===== src/shared/eau_pkg.sv =====
package eau_pkg;
  localparam int EAU_WORD_W  = 12;
  localparam int EAU_SC_W    = 5;
  localparam int EAU_CODE_W  = 3;
  // Memory word bit positions (bit 00 is the most significant bit)
  localparam int EAU_B00 = 11;
  localparam int EAU_B03 = 8;
  localparam int EAU_B04 = 7;
  localparam int EAU_B05 = 6;
  localparam int EAU_B06 = 5;
  localparam int EAU_B07 = 4;
  localparam int EAU_B08 = 3;
  localparam int EAU_B09 = 2;
  localparam int EAU_B10 = 1;
  localparam int EAU_B11 = 0;
  // Operation codes from bits 08..10 (code bit 0 = bit 08)
  localparam logic [2:0] EAU_CODE_NONE = 3'h0;
  localparam logic [2:0] EAU_CODE_SCL  = 3'h4;
  localparam logic [2:0] EAU_CODE_NMI  = 3'h5;
  localparam logic [2:0] EAU_CODE_MUY  = 3'h2;
  localparam logic [2:0] EAU_CODE_DVI  = 3'h6;
  localparam logic [2:0] EAU_CODE_SHL  = 3'h1;
  localparam logic [2:0] EAU_CODE_ASR  = 3'h3;
  localparam logic [2:0] EAU_CODE_LSR  = 3'h7;
  // Reset values
  localparam logic [11:0] EAU_MQ_RST   = 12'h000;
  localparam logic [4:0]  EAU_SC_RST   = 5'h00;
  localparam logic [2:0]  EAU_CODE_RST = 3'h0;
  // Timing
  localparam int EAU_CLK_NS     = 40;
  localparam int EAU_MIN_OP_NS  = 7800;
  localparam int EAU_MIN_OP_CYC = (EAU_MIN_OP_NS + EAU_CLK_NS - 1) / EAU_CLK_NS;
  localparam int EAU_STEP_CYC   = 1;
  typedef enum logic [1:0] {EAU_IDLE, EAU_WAIT_OPND, EAU_RUN, EAU_DONE} eau_state_t;
endpackage


===== src/eau_decode.sv =====
`timescale 1ns/100ps
module eau_decode (
  // Memory word and processor timing
  input  wire logic [11:0] memory_buffer_word,
  input  wire logic        fetch_state,
  input  wire logic        operate_class,
  input  wire logic        operate_phase_two,
  input  wire logic        time_pulse_three,
  // Decoded strobes and gates
  output logic             unit_instr,
  output logic             arith_instr,
  output logic             ext_instr_strobe,
  output logic             acc_load_strobe,
  output logic             quotient_reg_load,
  output logic             acc_to_quotient_gate,
  output logic             acc_feedback_gate,
  output logic             quotient_to_acc_gate,
  output logic             count_to_acc_gate,
  output logic             opcode_capture
);
  import eau_pkg::*;
  logic [11:0] w;
  assign w = memory_buffer_word;
  assign unit_instr = &w[EAU_B00:EAU_B03] & w[EAU_B11];
  assign arith_instr = unit_instr & ~(|w[EAU_B04:EAU_B07])
                       & (|w[EAU_B08:EAU_B10]);
  assign ext_instr_strobe = fetch_state & operate_class & w[EAU_B03] & w[EAU_B11];
  // Foreign words with bits 03 and 11 set must not disturb unit registers
  assign opcode_capture = ext_instr_strobe & unit_instr & time_pulse_three;
  assign acc_load_strobe = time_pulse_three & fetch_state & operate_class
                           & unit_instr;
  assign quotient_reg_load = time_pulse_three & ext_instr_strobe & unit_instr
                             & w[EAU_B07];
  assign acc_to_quotient_gate = w[EAU_B11] & operate_phase_two & ~w[EAU_B04]
                                & w[EAU_B07];
  assign acc_feedback_gate = operate_phase_two & ~acc_to_quotient_gate
                             & ~w[EAU_B04];
  assign quotient_to_acc_gate = w[EAU_B05] & w[EAU_B11] & operate_phase_two;
  assign count_to_acc_gate = w[EAU_B06] & w[EAU_B11] & operate_phase_two;
endmodule


===== src/eau_sequencer.sv =====
`timescale 1ns/100ps
module eau_sequencer #(
  parameter int MIN_OP_CYC = eau_pkg::EAU_MIN_OP_CYC
) (
  // Clock and reset
  input  wire logic                   clk,
  input  wire logic                   rst,
  // Control
  input  wire logic                   start,
  input  wire logic                   need_operand,
  input  wire logic                   operand_ready,
  input  wire logic                   count_hit,
  // Status
  output logic                        running,
  output logic                        step,
  output logic                        hold_flag,
  output logic                        arith_done_flag
);
  import eau_pkg::*;
  typedef struct packed {
    eau_state_t  st;
    logic [12:0] cnt;
    logic        done;
  } eau_seq_t;
  eau_seq_t s_reg, s_next;
  always_comb begin
    s_next = s_reg;
    s_next.done = 1'b0;
    unique case (s_reg.st)
      EAU_IDLE: begin
        if (start) begin
          s_next.cnt = 13'h0000;
          s_next.st = need_operand ? EAU_WAIT_OPND : EAU_RUN;
        end
      end
      EAU_WAIT_OPND: begin
        if (operand_ready) begin
          s_next.st = EAU_RUN;
        end
      end
      EAU_RUN: begin
        if (s_reg.cnt != 13'h1fff) begin
          s_next.cnt = s_reg.cnt + 13'h0001;
        end
        // Never finish faster than the documented minimum
        if (count_hit && (int'(s_reg.cnt) >= MIN_OP_CYC - 1)) begin
          s_next.st = EAU_DONE;
        end
      end
      EAU_DONE: begin
        s_next.done = 1'b1;
        s_next.st = EAU_IDLE;
      end
    endcase
  end
  always_ff @(posedge clk) begin
    if (rst) begin
      s_reg <= '{st: EAU_IDLE, cnt: 13'h0000, done: 1'b0};
    end else begin
      s_reg <= s_next;
    end
  end
  assign running = (s_reg.st == EAU_RUN);
  assign step = running & ~count_hit;
  assign hold_flag = (s_reg.st != EAU_IDLE);
  assign arith_done_flag = s_reg.done;
endmodule


===== src/eau_top.sv =====
`timescale 1ns/100ps
module eau_top #(
  parameter int MIN_OP_CYC = eau_pkg::EAU_MIN_OP_CYC
) (
  // Clock and reset
  input  wire logic                        clk,
  input  wire logic                        rst,
  // Processor timing and state
  input  wire logic                        fetch_state,
  input  wire logic                        execute_state,
  input  wire logic                        operate_class,
  input  wire logic                        time_state_three,
  input  wire logic                        time_pulse_three,
  input  wire logic                        operate_phase_two,
  // Processor data
  input  wire logic [eau_pkg::EAU_WORD_W-1:0] memory_buffer_word,
  input  wire logic [eau_pkg::EAU_WORD_W-1:0] main_working_reg,
  // Accumulator write-back
  output logic                             acc_load_strobe,
  output logic [eau_pkg::EAU_WORD_W-1:0]   acc_next_value,
  // Pause control toward the processor
  output logic                             hold_flag,
  output logic                             arith_done_flag,
  output logic                             time_state_four_set,
  // Visible registers
  output logic [eau_pkg::EAU_WORD_W-1:0]   mult_quotient_reg,
  output logic [eau_pkg::EAU_SC_W-1:0]     step_count_reg,
  output logic [eau_pkg::EAU_CODE_W-1:0]   ext_opcode_reg
);
  import eau_pkg::*;

  // Six timing levels plus memory word and accumulator
  localparam int NSYNC = 6 + 24;

  typedef struct packed {
    logic [11:0]      mq;
    logic [4:0]       sc;
    logic [2:0]       code;
    logic [11:0]      mb;
    logic [11:0]      acc;
    logic             ald;
    logic [NSYNC-1:0] sy1;
    logic [NSYNC-1:0] sy2;
    logic             tp3d;
  } eau_state_s_t;
  eau_state_s_t r_reg, r_next;

  // Two-flop synchronisers on processor inputs; only the second stage is read
  logic [NSYNC-1:0] pins_raw;
  assign pins_raw = {fetch_state, execute_state, operate_class, time_state_three,
                     time_pulse_three, operate_phase_two, memory_buffer_word,
                     main_working_reg};
  logic        f_s, e_s, o_s, ts3_s, tp3_s, op2_s;
  logic [11:0] mb_s, ac_s;
  assign {f_s, e_s, o_s, ts3_s, tp3_s, op2_s, mb_s, ac_s} = r_reg.sy2;

  // Time pulse is acted on at its rising edge only
  logic tp3_edge;
  assign tp3_edge = tp3_s & ~r_reg.tp3d;

  logic unit_instr, arith_instr, ext_instr_strobe, acc_ld, q_load;
  logic a2q_gate, fb_gate, q2a_gate, sc2a_gate, opcode_capture;
  eau_decode u_dec (
    .memory_buffer_word   (mb_s),
    .fetch_state          (f_s),
    .operate_class        (o_s),
    .operate_phase_two    (op2_s),
    .time_pulse_three     (tp3_edge),
    .unit_instr           (unit_instr),
    .arith_instr          (arith_instr),
    .ext_instr_strobe     (ext_instr_strobe),
    .acc_load_strobe      (acc_ld),
    .quotient_reg_load    (q_load),
    .acc_to_quotient_gate (a2q_gate),
    .acc_feedback_gate    (fb_gate),
    .quotient_to_acc_gate (q2a_gate),
    .count_to_acc_gate    (sc2a_gate),
    .opcode_capture       (opcode_capture)
  );

  logic is_nmi, need_opnd, start, count_hit, step, seq_done;
  assign is_nmi = (mb_s[EAU_B08:EAU_B10] == {EAU_CODE_NMI[0], EAU_CODE_NMI[1],
                                               EAU_CODE_NMI[2]});
  // Load of the count alone needs no timing
  assign start = opcode_capture & arith_instr
                 & (mb_s[EAU_B08:EAU_B10] != 3'h1);
  assign need_opnd = ~is_nmi;
  assign count_hit = (r_reg.sc == 5'h1f);

  eau_sequencer #(.MIN_OP_CYC(MIN_OP_CYC)) u_seq (
    .clk             (clk),
    .rst             (rst),
    .start           (start),
    .need_operand    (need_opnd),
    .operand_ready   (e_s & tp3_edge),
    .count_hit       (count_hit),
    .running         (),
    .step            (step),
    .hold_flag       (hold_flag),
    .arith_done_flag (seq_done)
  );

  // Phase-two value toward the accumulator: feedback OR register sources
  logic [11:0] ac_phase1, ac_val;
  logic        clr_acc;
  always_comb begin
    // Bit 04 clears the accumulator before phase two
    clr_acc = mb_s[EAU_B04] & unit_instr & ts3_s;
    ac_phase1 = clr_acc ? 12'h000 : ac_s;
    ac_val = fb_gate ? ac_phase1 : 12'h000;
    if (q2a_gate) begin
      ac_val = ac_val | r_reg.mq;
    end
    if (sc2a_gate) begin
      ac_val = ac_val | {7'h00, r_reg.sc};
    end
  end

  always_comb begin
    r_next = r_reg;
    r_next.ald = 1'b0;
    if (opcode_capture) begin
      r_next.code = {mb_s[EAU_B10], mb_s[EAU_B09], mb_s[EAU_B08]};
    end
    if (q_load) begin
      // Cleared in phase one, then gated accumulator copy in phase two
      r_next.mq = a2q_gate ? ac_s : 12'h000;
    end
    if (acc_ld) begin
      r_next.acc = ac_val;
      r_next.ald = 1'b1;
    end
    if (opcode_capture && (|mb_s[EAU_B08:EAU_B10]) && !mb_s[EAU_B04] && !mb_s[EAU_B05]) begin
      // Shift ops and count load take the inverted count; others start at zero
      unique case ({mb_s[EAU_B10], mb_s[EAU_B09], mb_s[EAU_B08]})
        EAU_CODE_SCL, EAU_CODE_SHL, EAU_CODE_ASR, EAU_CODE_LSR:
          r_next.sc = ~mb_s[EAU_B07:EAU_B11];
        default:
          r_next.sc = EAU_SC_RST;
      endcase
    end else if (opcode_capture && arith_instr) begin
      r_next.sc = EAU_SC_RST;
    end
    if (e_s && tp3_edge && hold_flag) begin
      r_next.mb = mb_s;
      // Shift count operand replaces the loaded count
      if (r_reg.code == EAU_CODE_SHL || r_reg.code == EAU_CODE_ASR
          || r_reg.code == EAU_CODE_LSR) begin
        r_next.sc = ~mb_s[EAU_B07:EAU_B11];
      end
    end
    if (step) begin
      r_next.sc = r_reg.sc + 5'h01;
      unique case (r_reg.code)
        EAU_CODE_SHL, EAU_CODE_NMI:
          r_next.mq = {r_reg.mq[10:0], 1'b0};
        EAU_CODE_ASR:
          r_next.mq = {r_reg.mq[11], r_reg.mq[11:1]};
        EAU_CODE_LSR:
          r_next.mq = {1'b0, r_reg.mq[11:1]};
        default:
          r_next.mq = r_reg.mq; // Datapaths for multiply and divide lie outside
      endcase
    end
    r_next.sy1 = pins_raw;
    r_next.sy2 = r_reg.sy1;
    r_next.tp3d = tp3_s;
  end

  always_ff @(posedge clk) begin
    if (rst) begin
      r_reg <= '{mq: EAU_MQ_RST, sc: EAU_SC_RST, code: EAU_CODE_RST, mb: 12'h000,
                 acc: 12'h000, ald: 1'b0, sy1: '0, sy2: '0, tp3d: 1'b0};
    end else begin
      r_reg <= r_next;
    end
  end

  assign acc_load_strobe = r_reg.ald;
  assign acc_next_value = r_reg.acc;
  // Done rises on the edge that drops the hold, so no gap without either
  assign arith_done_flag = seq_done;
  assign time_state_four_set = seq_done;
  assign mult_quotient_reg = r_reg.mq;
  assign step_count_reg = r_reg.sc;
  assign ext_opcode_reg = r_reg.code;
endmodule


===== config.mk =====
export PLATFORM = sky130hd
export DESIGN_NAME = eau_top
export DESIGN_NICKNAME = d
export VERILOG_FILES = /design/src/shared/eau_pkg.sv /design/src/eau_decode.sv /design/src/eau_sequencer.sv /design/src/eau_top.sv
export SDC_FILE = /design/constraint.sdc
export NUM_CORES = 1
export LEC_CHECK = 0
export BUFFER_PORTS_ARGS = -buffer_cell sky130_fd_sc_hd__buf_2
export CORE_UTILIZATION = 51
export DETAILED_ROUTE_END_ITERATION = 7
export PLACE_DENSITY_LB_ADDON = 0.15
export SLEW_MARGIN = 30
export SYNTH_ARGS = -nofsm -noshare
export SYNTH_HDL_FRONTEND = slang
export SYNTH_HIERARCHICAL = 1
export SYNTH_SLANG_ARGS = --single-unit
export TNS_END_PERCENT = 20

===== constraint.sdc =====
create_clock -name clk -period 2.2 [get_ports clk]
set_input_delay 0.44 -clock clk [delete_from_list [all_inputs] [get_ports clk]]
set_output_delay 0.44 -clock clk [all_outputs]
set_load 0.01 [all_outputs]

### After elaboration in Yosys (flattened, before gate mapping)

Cells that the tools add are included.

* register bits after elaboration: 110
* logic and storage cells: 121
* bits of input ports: 32

* reductions and logical operators: 24
* eq/ne operators: 22
* $lt $le $gt $ge: 1
* add/sub/neg operators: 2
* bitwise logic cells: 38
* muxes and demuxes: 22

Operators with widths (number)
* 12-bit 2-to-1 mux: 6
* 12-bit case mux with 3 select lines: 1
* 1-bit bitwise AND: 30
* 13-bit case mux with 2 select lines: 1
* 5-bit 2-to-1 mux: 5
* 17-bit 2-to-1 mux: 1
* 3-bit equality test, second input constant: 5
* 15-bit 2-to-1 mux: 1
* 13-bit by 1-bit adder with 13-bit output, second input constant: 1
* 13-bit by 8-bit greater-or-equal comparator with 1-bit output, second input constant: 1
* 13-bit 2-to-1 mux: 1
* 13-bit != test, second input constant: 1
* 12-bit OR: 1
* 12-bit by 5-bit OR with 12-bit output: 1
* 3-bit AND reduction: 3
* 2-bit != test, second input constant: 4
* 2-bit case mux with 4 select lines: 1
* 4-bit OR reduction: 2
* 1-bit logical AND: 7
* 3-bit by 1-bit equality test with 1-bit output, second input constant: 2
* 3-bit by 2-bit equality test with 1-bit output, second input constant: 2
* 2-bit 2-to-1 mux: 3
* 3-bit by 1-bit != test with 1-bit output, second input constant: 2
* 2-bit nonzero test: 3
* 16 further kinds: 24

### Logic depth before layout (Yosys ltp)

Gate-level depths: netlist (run 1).

* word-level depth: 12
* depth in mapped cells: 11
* depth with buffers taken out: 9

### Cells and area by module

The synthesis (run 1) kept the hierarchy.

Modules (own cells, without submodules)
* eau_top: cells each 363, times used 1, area an instance 3621.0 µm²
* eau_sequencer: cells each 108, times used 1, area an instance 950.9 µm²
* eau_decode: cells each 19, times used 1, area an instance 97.6 µm²

### Least setup slack after synthesis (run 1)

OpenSTA, ideal clock, no wires.

* path kind: reg2reg
* start: register r_reg (netlist bit mb_s[4])
* end: register u_seq/s_reg[8] (netlist name)
* clock period less this slack: 2335 ps
* cell stages (with the launch flop): 9
* setup time: 70 ps
* arrival: 2265 ps
* setup slack: -135 ps
* path buffers: 0
* required time: 2130 ps
* cell sequence: dfxtp_1 or4_1 nor4_1 nand2_1 nor2_1 mux2_4 nand3_1 or4_1 a21oi_1

* longest elaborated chain between the ends: 8

RTL lines
* start: declaration: line eau_top.sv:46 `eau_state_s_t r_reg, r_next;`
* start signal: assignment: line eau_top.sv:172 `r_reg <= '{mq: EAU_MQ_RST, sc: EAU_SC_RST, code: EAU_CODE_RST, mb: 12'h000,`
* start signal: assignment: line eau_top.sv:175 `r_reg <= r_next;`
* 4-bit OR reduction: line eau_decode.sv:25 `assign arith_instr = unit_instr & ~(|w[EAU_B04:EAU_B07])`
* 1-bit inverter: line eau_decode.sv:25
* 1-bit bitwise AND: line eau_decode.sv:25
* 1-bit bitwise AND: line eau_decode.sv:26 `& (|w[EAU_B08:EAU_B10]);`
* via arith_instr: line eau_top.sv:61 `logic unit_instr, arith_instr, ext_instr_strobe, acc_ld, q_load;`
* 1-bit bitwise AND: line eau_top.sv:85 `assign start = opcode_capture & arith_instr`
* 1-bit bitwise AND: line eau_top.sv:86 `& (mb_s[EAU_B08:EAU_B10] != 3'h1);`
* via start: line eau_top.sv:81 `logic is_nmi, need_opnd, start, count_hit, step, seq_done;`
* 2-bit != test (no source line)
* 3-bit AND reduction (no source line)
* end signal: assignment: line eau_sequencer.sv:58 `s_reg <= '{st: EAU_IDLE, cnt: 13'h0000, done: 1'b0};`
* end signal: assignment: line eau_sequencer.sv:60 `s_reg <= s_next;`
* end: declaration: line eau_sequencer.sv:25 `eau_seq_t s_reg, s_next;`

The timed path passes the listed nets, and every way through them passes these cells.
A chain may end at the register's enable or synchronous reset.

### Worst setup path in the final report (run 1)

* start: register r_reg (netlist bit mb_s[7])
* end: register u_seq/s_reg[11] (netlist name)

Same word-level chain as after synthesis.

==> results of run 1 <==
-- routing by layer --
layer	wire length, um	global-route usage [%]	vias up
li1	-	-	1800
met1	4650	28.1	1620
met2	3990	30.2	82
met3	478	5.83	4
met4	55	4.55	0
met5	0	0	-
-- stage by stage --
step	total power (W)	utilization, %	TNS (ps)	setup WS (ps)	instance area (um2)
after CTS	0.00353	59.4	-747	-131	5230
after global routing	0.00366	60.6	-1450	-210	5340
final	0.00350	60.6	-315	-88.7	5340
after floorplan	0.00229	-	-180	-66.6	4680
after detailed placement	0.00239	56.6	-894	-201	4980
after global placement	0.00238	56.6	-484	-125	4980
-- cell type report --
type                            count  share of cell area, %
Tap cell                          108                   2.53
Inverter                           15                   1.06
Clock inverter                      6                   1.17
Multi-Input combinational cell    304                   39.8
Clock buffer                       10                   2.39
Timing Repair Buffer              102                   11.7
Sequential cell                   110                   41.3
-- critical path: stages, from the launching register on --
cell and delay (ps):
dfxtp_2 340, or4_4 540, nor4_4 130, nand2_1 120
nor2_2 120, mux2_4 200, nand4_1 130, or4_4 540
a21oi_2 120
-- where the power goes --
group | total, W | internal [W] | switching, W
Sequential | 0.00208 | 0.00205 | 0.0000265
Clock | 0.00115 | 0.000444 | 0.000703
Combinational | 0.000274 | 0.000135 | 0.000139
-- how the worst max path moves through the flow --
stage	start	to	slack, ps	cells past startpoint
2_1_floorplan	mb_s[4]	u_seq/s_reg[11]	-70	8
3_3_place_gp	mb_s[4]	u_seq/s_reg[11]	-120	8
3_5_place_dp	mb_s[4]	u_seq/s_reg[11]	-200	8
4_1_cts	mb_s[4]	u_seq/s_reg[11]	-130	8
5_1_grt	mb_s[7]	u_seq/s_reg[11]	-210	8
6_report	mb_s[7]	u_seq/s_reg[11]	-90	8
-- timing repair --
action,CTS,global route
pin swaps,9,7
gates resized for setup,4,18
hold buffers,0,0
setup endpoints to repair,10,21
setup buffers,5,6
-- cell usage in the layout, fill, tap and decap left out, types with 11 or more instances in the layout --
master	n
nor2b_1	67
a211oi_1	19
nor2_1	37
inv_1	15
dfxtp_1	108
buf_2	67
mux2_2	11
a22oi_1	22
nand2_1	18
buf_4	30
==> results.json, run 1 <==
{
  "netlist_area_um2": 4670,
  "cts_num_sinks": 110,
  "cts.reportedPaths.clkPinSlew_ps": 110,
  "critPathKind": "reg -> reg",
  "cts_tree": "yes",
  "rsz0062_at_grt": "true",
  "final_cells": 655,
  "max_slew_margin_pct": 61.0,
  "clk_latency_ps": 370,
  "cts_buffer_depth": 2,
  "cp.arrival_ps": 2600,
  "multi_input_area_um2": 2120,
  "routed_wl_um": 9170,
  "fin_hold_ws_ps": 264,
  "cts-root-buf": "clkbuf_8",
  "largest_register_ffs": 31,
  "dp_cells": 629,
  "end_kind": "flop",
  "syn2layout_area_growth_pct": 14.4,
  "antenna_found_initial": 0,
  "crit_required_ps": 2510,
  "status": "complete, but fails checks",
  "layout.nets": 583,
  "worst_ir_drop_vdd_v": 0.000435,
  "diodes": 0,
  "core_um2": 8810,
  "port_buffers": 67,
  "hold_violations": 0,
  "leakage_nw": 2.10,
  "grt_start_max_net_pins": 104,
  "r2r_cells": 8,
  "critPathMaxFanout": 6,
  "die_x_um": 97.6,
  "grt_pass1_vias": 3162,
  "n_fill_cell": 768,
  "viasPerCell": 5.35,
  "setup_viol": 5,
  "worst_pin_slew_ps": 582,
  "maxSlewViolCount": 0,
  "drt_first_pass_iters": 7,
  "drive_gt1_share_pct": 28.0,
  "hold_path_class": "in -> reg",
  "gp_congestion": 0.845,
  "ff_latch_area_um2": 2200,
  "drc": 8,
  "timing.rr.start": "mb_s[7]",
  "fmax_mhz": 437,
  "drtIter0Drc": 224,
  "place_hpwl_um": 6380,
  "synth_area_per_cell_um2": 9.54,
  "initial_core_util_pct": 53.0,
  "wire_per_inst_um": 14.0,
  "fin_crit_ps": 2290,
  "netlist_instances": 489,
  "htreeDepth": 3,
  "rows": 34,
  "antenna_left": 0,
  "finalClockSkew_ps": 11.5,
  "violations": "design-rule violations, negative setup slack",
  "numCtsBuffers": 9,
  "syn_nets": 530,
  "hold_start": "time_pulse_three",
  "fp.dieH_um": 97.6,
  "io_pins": 68,
  "min_to": "r_next[26]",
  "yosysWarnings": 6,
  "p_per_area_nw_per_um2": 656,
  "grt_pass1_wl_um": 15200,
  "grtUsageTotal_pct": 20.0,
  "max_cap_viol_count": 0,
  "dieArea_um2": 9530,
  "num_vias": 3506,
  "critPathLaunchType": "flop",
  "gr-total-overflow": 0,
  "worstReg2RegEnd": "u_seq/s_reg[11]",
  "fin_crit_sh_pct": 104,
  "reg2reg_slack_ps": -90,
  "setup_ws_ps": -88.7,
  "min_path_cells": 2
}
No activity file was read; power rests on OpenSTA's default activity.
==> run 2: changes to the inputs <==
--- a/config.mk
+++ b/config.mk
@@ -6,9 +6,10 @@
 export NUM_CORES = 1
 export LEC_CHECK = 0
 export BUFFER_PORTS_ARGS = -buffer_cell sky130_fd_sc_hd__buf_2
-export CORE_UTILIZATION = 51
+export CORE_UTILIZATION = 55
 export DETAILED_ROUTE_END_ITERATION = 7
 export PLACE_DENSITY_LB_ADDON = 0.15
+export SKIP_LAST_GASP = 1
 export SLEW_MARGIN = 30
 export SYNTH_ARGS = -nofsm -noshare
 export SYNTH_HDL_FRONTEND = slang
==> constraint.sdc (replaced) <==
create_clock -name clk -period 2.4 [get_ports clk]
set_input_delay 0.48 -clock clk [delete_from_list [all_inputs] [get_ports clk]]
set_output_delay 0.48 -clock clk [all_outputs]
set_load 0.01 [all_outputs]
==> run 2 against run 1 <==
The flow now finishes without violations. Clock skew rose by 4.8 ps. Final cell count decreased by 2.6%. Die area fell by 7.1%. Critical endpoint unchanged. Fmax shrank 4.1%. Worst hold slack better by 36 ps. Combinational power is 14% lower. Critical path depth did not move. Worst setup slack better by 100 ps.
==> results.json, run 2 (synthesis gave the netlist of run 1 again) <==
{
  "hold_violations": 0,
  "fp.dieH_um": 94.1,
  "gr-total-overflow": 0,
  "drtIter0Drc": 283,
  "cp.arrival_ps": 2680,
  "critPathKind": "reg -> reg",
  "grt_pass1_vias": 2972,
  "end_kind": "flop",
  "stdcell_area_um2": 5230,
  "worst_pin_slew_ps": 545,
  "dieArea_um2": 8860,
  "core_um2": 8220,
  "initial_core_util_pct": 56.8,
  "status": "completed",
  "largest_register_ffs": 31,
  "viasPerCell": 5.44,
  "drc": 0,
  "numCtsBuffers": 9,
  "routed_wl_um": 8820,
  "wire_per_inst_um": 13.8,
  "mostFrequentLayoutCell": "dfxtp_1",
  "drt_first_pass_iters": 5,
  "maxSlewViolCount": 0,
  "worst_ir_drop_vdd_v": 0.000410,
  "setup_ws_ps": 14.7,
  "antenna_left": 0,
  "rows": 33,
  "ctsHoldBuffers": 0,
  "fmax_mhz": 419,
  "p_per_area_nw_per_um2": 641,
  "place_hpwl_um": 6110,
  "die_x_um": 94.1,
  "pre_cts_slack_ps": -79.7,
  "critPathLaunchType": "flop",
  "layout.nets": 569,
  "diodes": 0,
  "rsz0062_at_grt": "true",
  "htreeDepth": 3,
  "syn2layout_area_growth_pct": 12.0,
  "cts_tree": "yes",
  "fin_crit_sh_pct": 99.4,
  "grt_pass1_wl_um": 14500,
  "num_vias": 3468,
  "antenna_found_initial": 0,
  "cts.reportedPaths.clkPinSlew_ps": 110,
  "max_slew_margin_pct": 63.4,
  "io_pins": 68,
  "gp_congestion": 0.873,
  "grt_start_max_net_pins": 104,
  "cts_num_sinks": 110,
  "clk_latency_ps": 370,
  "setup_viol": 0,
  "crit_required_ps": 2700,
  "leakage_nw": 2.03,
  "drive_gt1_share_pct": 24.8,
  "port_buffers": 67,
  "layout_common_cells": "dfxtp_1, nor2b_1, buf_2",
  "finalClockSkew_ps": 16.3,
  "critPathMaxFanout": 6,
  "grtUsageTotal_pct": 21.0,
  "max_cap_viol_count": 0,
  "cts-root-buf": "clkbuf_8",
  "fin_crit_ps": 2390,
  "cts_buffer_depth": 2,
  "hold_path_class": "in -> reg",
  "postPlaceCellArea_um2": 4930
}
## run 2: timing repair
item / in CTS / in global routing
resized for setup: 5 / 7
cloned: 0 / 0
setup buffers: 1 / 1
setup endpoints to repair: 5 / 17
pin swaps: 4 / 5
## run 2: path summary, 6_finish.rpt
check | start | end | slack (ps) | depth (start not counted)
setup / recovery | mb_s[5] | u_seq/s_reg[11] | 10 | 8
setup reg to reg | mb_s[5] | u_seq/s_reg[11] | 10 | 8
hold / removal | main_working_reg[5] | r_next[6] | 300 | 2
hold reg to reg | r_next[3] | ac_s[2] | 440 | 1
## run 2: final cells by class
class,instances,area [um2]
clock buffers,9,124
repair buffers,88,522
multi-input cells,304,2080
inverters,15,56.3
flip-flops and latches,110,2210
well taps,105,131
fillers,700,2990
clock inverters,7,108
## run 2: per-stage QoR
stage               instances  hold WS [ps]  setup TNS, ps  total power (W)  util (%)
floorplan                 489           414              0          0.00210         -
global placement          620           421          -18.6          0.00217      60.0
detailed placement        620           422          -80.6          0.00218      60.0
CTS                       637           284          -67.0          0.00338      63.2
global route              638           287           -213          0.00349      63.6
finish                    638           301              0          0.00335      63.6
## run 2: critical path, stage by stage, from the launching register on
cell and delay [ps]:
dfxtp_1 330, or4_4 520, nor4_2 130, nand2_1 130
nor2_2 160, mux2_4 220, nand4_1 150, or4_1 530
a21oi_1 140
## run 2: power by group
part / internal (W) / switching, W / total [W]
Sequential: 0.00188 / 0.0000252 / 0.00191
Combinational: 0.000114 / 0.000123 / 0.000237
Clock: 0.000523 / 0.000684 / 0.00121
Total: 0.00252 / 0.000832 / 0.00335
## run 2: metal layers
metal	vias to the layer above	wire (um)	track usage [%]
met3	13	545	5.26
met1	1570	4290	29.9
met2	114	3840	30.4
li1	1771	-	-
met4	0	156	8.08
met5	-	0	0
==> run 3: changes to the inputs <==
--- a/config.mk
+++ b/config.mk
@@ -9,6 +9,7 @@
 export CORE_UTILIZATION = 55
 export DETAILED_ROUTE_END_ITERATION = 7
 export PLACE_DENSITY_LB_ADDON = 0.15
+export SETUP_SLACK_MARGIN = 0.02
 export SKIP_LAST_GASP = 1
 export SLEW_MARGIN = 30
 export SYNTH_ARGS = -nofsm -noshare
==> run 3 against run 2 <==
Power is the same. Largest cell class unchanged. Highest routed layer unchanged. Final cell count unchanged. Sequential power is essentially flat. Sequential share of layout area stayed put. Cell area stayed put. Non-clock buffer count did not move. Largest power group unchanged.
==> results.json, run 3 (synthesis gave the netlist of run 1 again) <==
{
  "hold_path_class": "in -> reg",
  "max_cap_viol_count": 0,
  "hold_start": "main_working_reg[5]",
  "min_path_cells": 2,
  "p_clk_share_pct": 36.0,
  "finalClockSkew_ps": 16.3,
  "io_pins": 68,
  "rows": 33,
  "grtUsageTotal_pct": 21.0,
  "swShare_pct": 24.8,
  "leakage_nw": 2.03,
  "layout_common_cells": "dfxtp_1, nor2b_1, buf_2",
  "worst_pin_slew_ps": 545,
  "status": "completed",
  "largest_register_ffs": 31,
  "grt_pass1_vias": 2972,
  "port_buffers": 67,
  "numCtsBuffers": 9,
  "drtIter0Drc": 283,
  "rsz0062_at_grt": "true",
  "clk_latency_ps": 370,
  "die_x_um": 94.1,
  "hold_violations": 0,
  "htreeDepth": 3,
  "grt_start_max_net_pins": 104,
  "num_vias": 3468,
  "gr-total-overflow": 0,
  "gp_congestion": 0.873,
  "maxSlewViolCount": 0,
  "r2r_cells": 8,
  "min_to": "r_next[6]",
  "syn2layout_area_growth_pct": 12.0,
  "critPathLaunchType": "flop",
  "drive_gt1_share_pct": 24.8,
  "crit_chain": "or4_4 > nor4_2 > nand2_1 > nor2_2 > mux2_4 > nand4_1 > or4_1 > a21oi_1",
  "max_slew_margin_pct": 63.4,
  "worst_ir_drop_vdd_v": 0.000410,
  "cts_tree": "yes",
  "p_int_w": 0.00252,
  "place_hpwl_um": 6110,
  "cts_buffer_depth": 2,
  "p_per_area_nw_per_um2": 641,
  "viasPerCell": 5.44,
  "crit_slowest_cell": "or4_1",
  "dieArea_um2": 8860,
  "routed_wl_um": 8820,
  "fp.dieH_um": 94.1,
  "critPathMaxFanout": 6,
  "grt_pass1_wl_um": 14500,
  "worstReg2RegEnd": "u_seq/s_reg[11]",
  "critPathBufInv": 0,
  "core_um2": 8220,
  "crit_required_ps": 2700,
  "antenna_found_initial": 0,
  "crit_family": "simple AND/OR/NAND/NOR gates",
  "cts.reportedPaths.clkPinSlew_ps": 110,
  "initial_core_util_pct": 56.8,
  "timing.rr.start": "mb_s[5]",
  "end_kind": "flop",
  "drt_first_pass_iters": 5,
  "totalPowerFinal_w": 0.00335,
  "critPathKind": "reg -> reg",
  "antenna_left": 0,
  "pwr-share-comb_pct": 7.1,
  "cts_num_sinks": 110,
  "fin_crit_sh_pct": 99.4,
  "reg2reg_slack_ps": 10,
  "cpPeakStageDelay_ps": 530,
  "fin_hold_ws_ps": 301,
  "wire_per_inst_um": 13.8,
  "setup_viol": 0,
  "fmax_mhz": 419,
  "fin_crit_ps": 2390,
  "switching_power_w": 0.000832,
  "p_seq_share_pct": 56.9,
  "mostFrequentLayoutCell": "dfxtp_1",
  "cts-root-buf": "clkbuf_8",
  "ctsHoldBuffers": 0,
  "layout.nets": 569,
  "drc": 0,
  "cp.arrival_ps": 2680,
  "n_fill_cell": 700,
  "diodes": 0
}
-- run 3: how the worst max path moves through the flow --
stage	to	slack, ps	start	cells after the start
2_1_floorplan	u_seq/s_reg[8]	70	mb_s[4]	8
3_3_place_gp	u_seq/s_reg[8]	-20	mb_s[4]	8
3_5_place_dp	u_seq/s_reg[8]	-80	mb_s[4]	8
4_1_cts	u_seq/s_reg[7]	-20	mb_s[4]	8
5_1_grt	u_seq/s_reg[11]	-90	mb_s[5]	8
6_report	u_seq/s_reg[11]	10	mb_s[5]	8
-- run 3: final cells by class --
| type | instances | area, um2 | area share [%] |
|---|---|---|---|
| Sequential cell | 110 | 2210 | 42.2 |
| Timing Repair Buffer | 88 | 522 | 9.99 |
| Clock inverter | 7 | 108 | 2.06 |
| Inverter | 15 | 56.3 | 1.08 |
| Tap cell | 105 | 131 | 2.51 |
| Multi-Input combinational cell | 304 | 2080 | 39.8 |
| Clock buffer | 9 | 124 | 2.37 |
-- run 3: power groups by stage --
stage / Clock, W / Combinational, W / Sequential, W
2_1_floorplan: 0 / 0.000160 / 0.00194
3_3_place_gp: 0 / 0.000221 / 0.00194
3_5_place_dp: 0 / 0.000231 / 0.00195
4_1_cts: 0.00124 / 0.000232 / 0.00190
5_1_grt: 0.00131 / 0.000265 / 0.00191
6_report: 0.00121 / 0.000237 / 0.00191
-- run 3: what timing repair did --
item / 4_1_cts / 5_1_grt
resized for setup: 5 / 7
endpoints found under the setup margin: 5 / 17
setup buffers: 1 / 1
pin swaps: 4 / 5
-- run 3: per-layer routing --
layer / part of all wire [%] / wire length (um) / global-route usage [%] / vias up
met5: 0 / 0 / 0 / -
met4: 1.8 / 156 / 8.08 / 0
met3: 6.2 / 545 / 5.26 / 13
met2: 43 / 3840 / 30.4 / 114
met1: 49 / 4290 / 29.9 / 1570
li1: - / - / - / 1771
-- run 3: through the flow --
stage | worst slack, ps | TNS (ps) | cells | instance area (um2) | util (%)
2_1_floorplan | 65.2 | 0 | 489 | 4670 | -
5_1_grt | -88.4 | -213 | 638 | 5230 | 63.6
3_5_place_dp | -79.7 | -80.6 | 620 | 4930 | 60.0
4_1_cts | -18.9 | -67.0 | 637 | 5190 | 63.2
3_3_place_gp | -18.6 | -18.6 | 620 | 4930 | 60.0
6_report | 14.7 | 0 | 638 | 5230 | 63.6
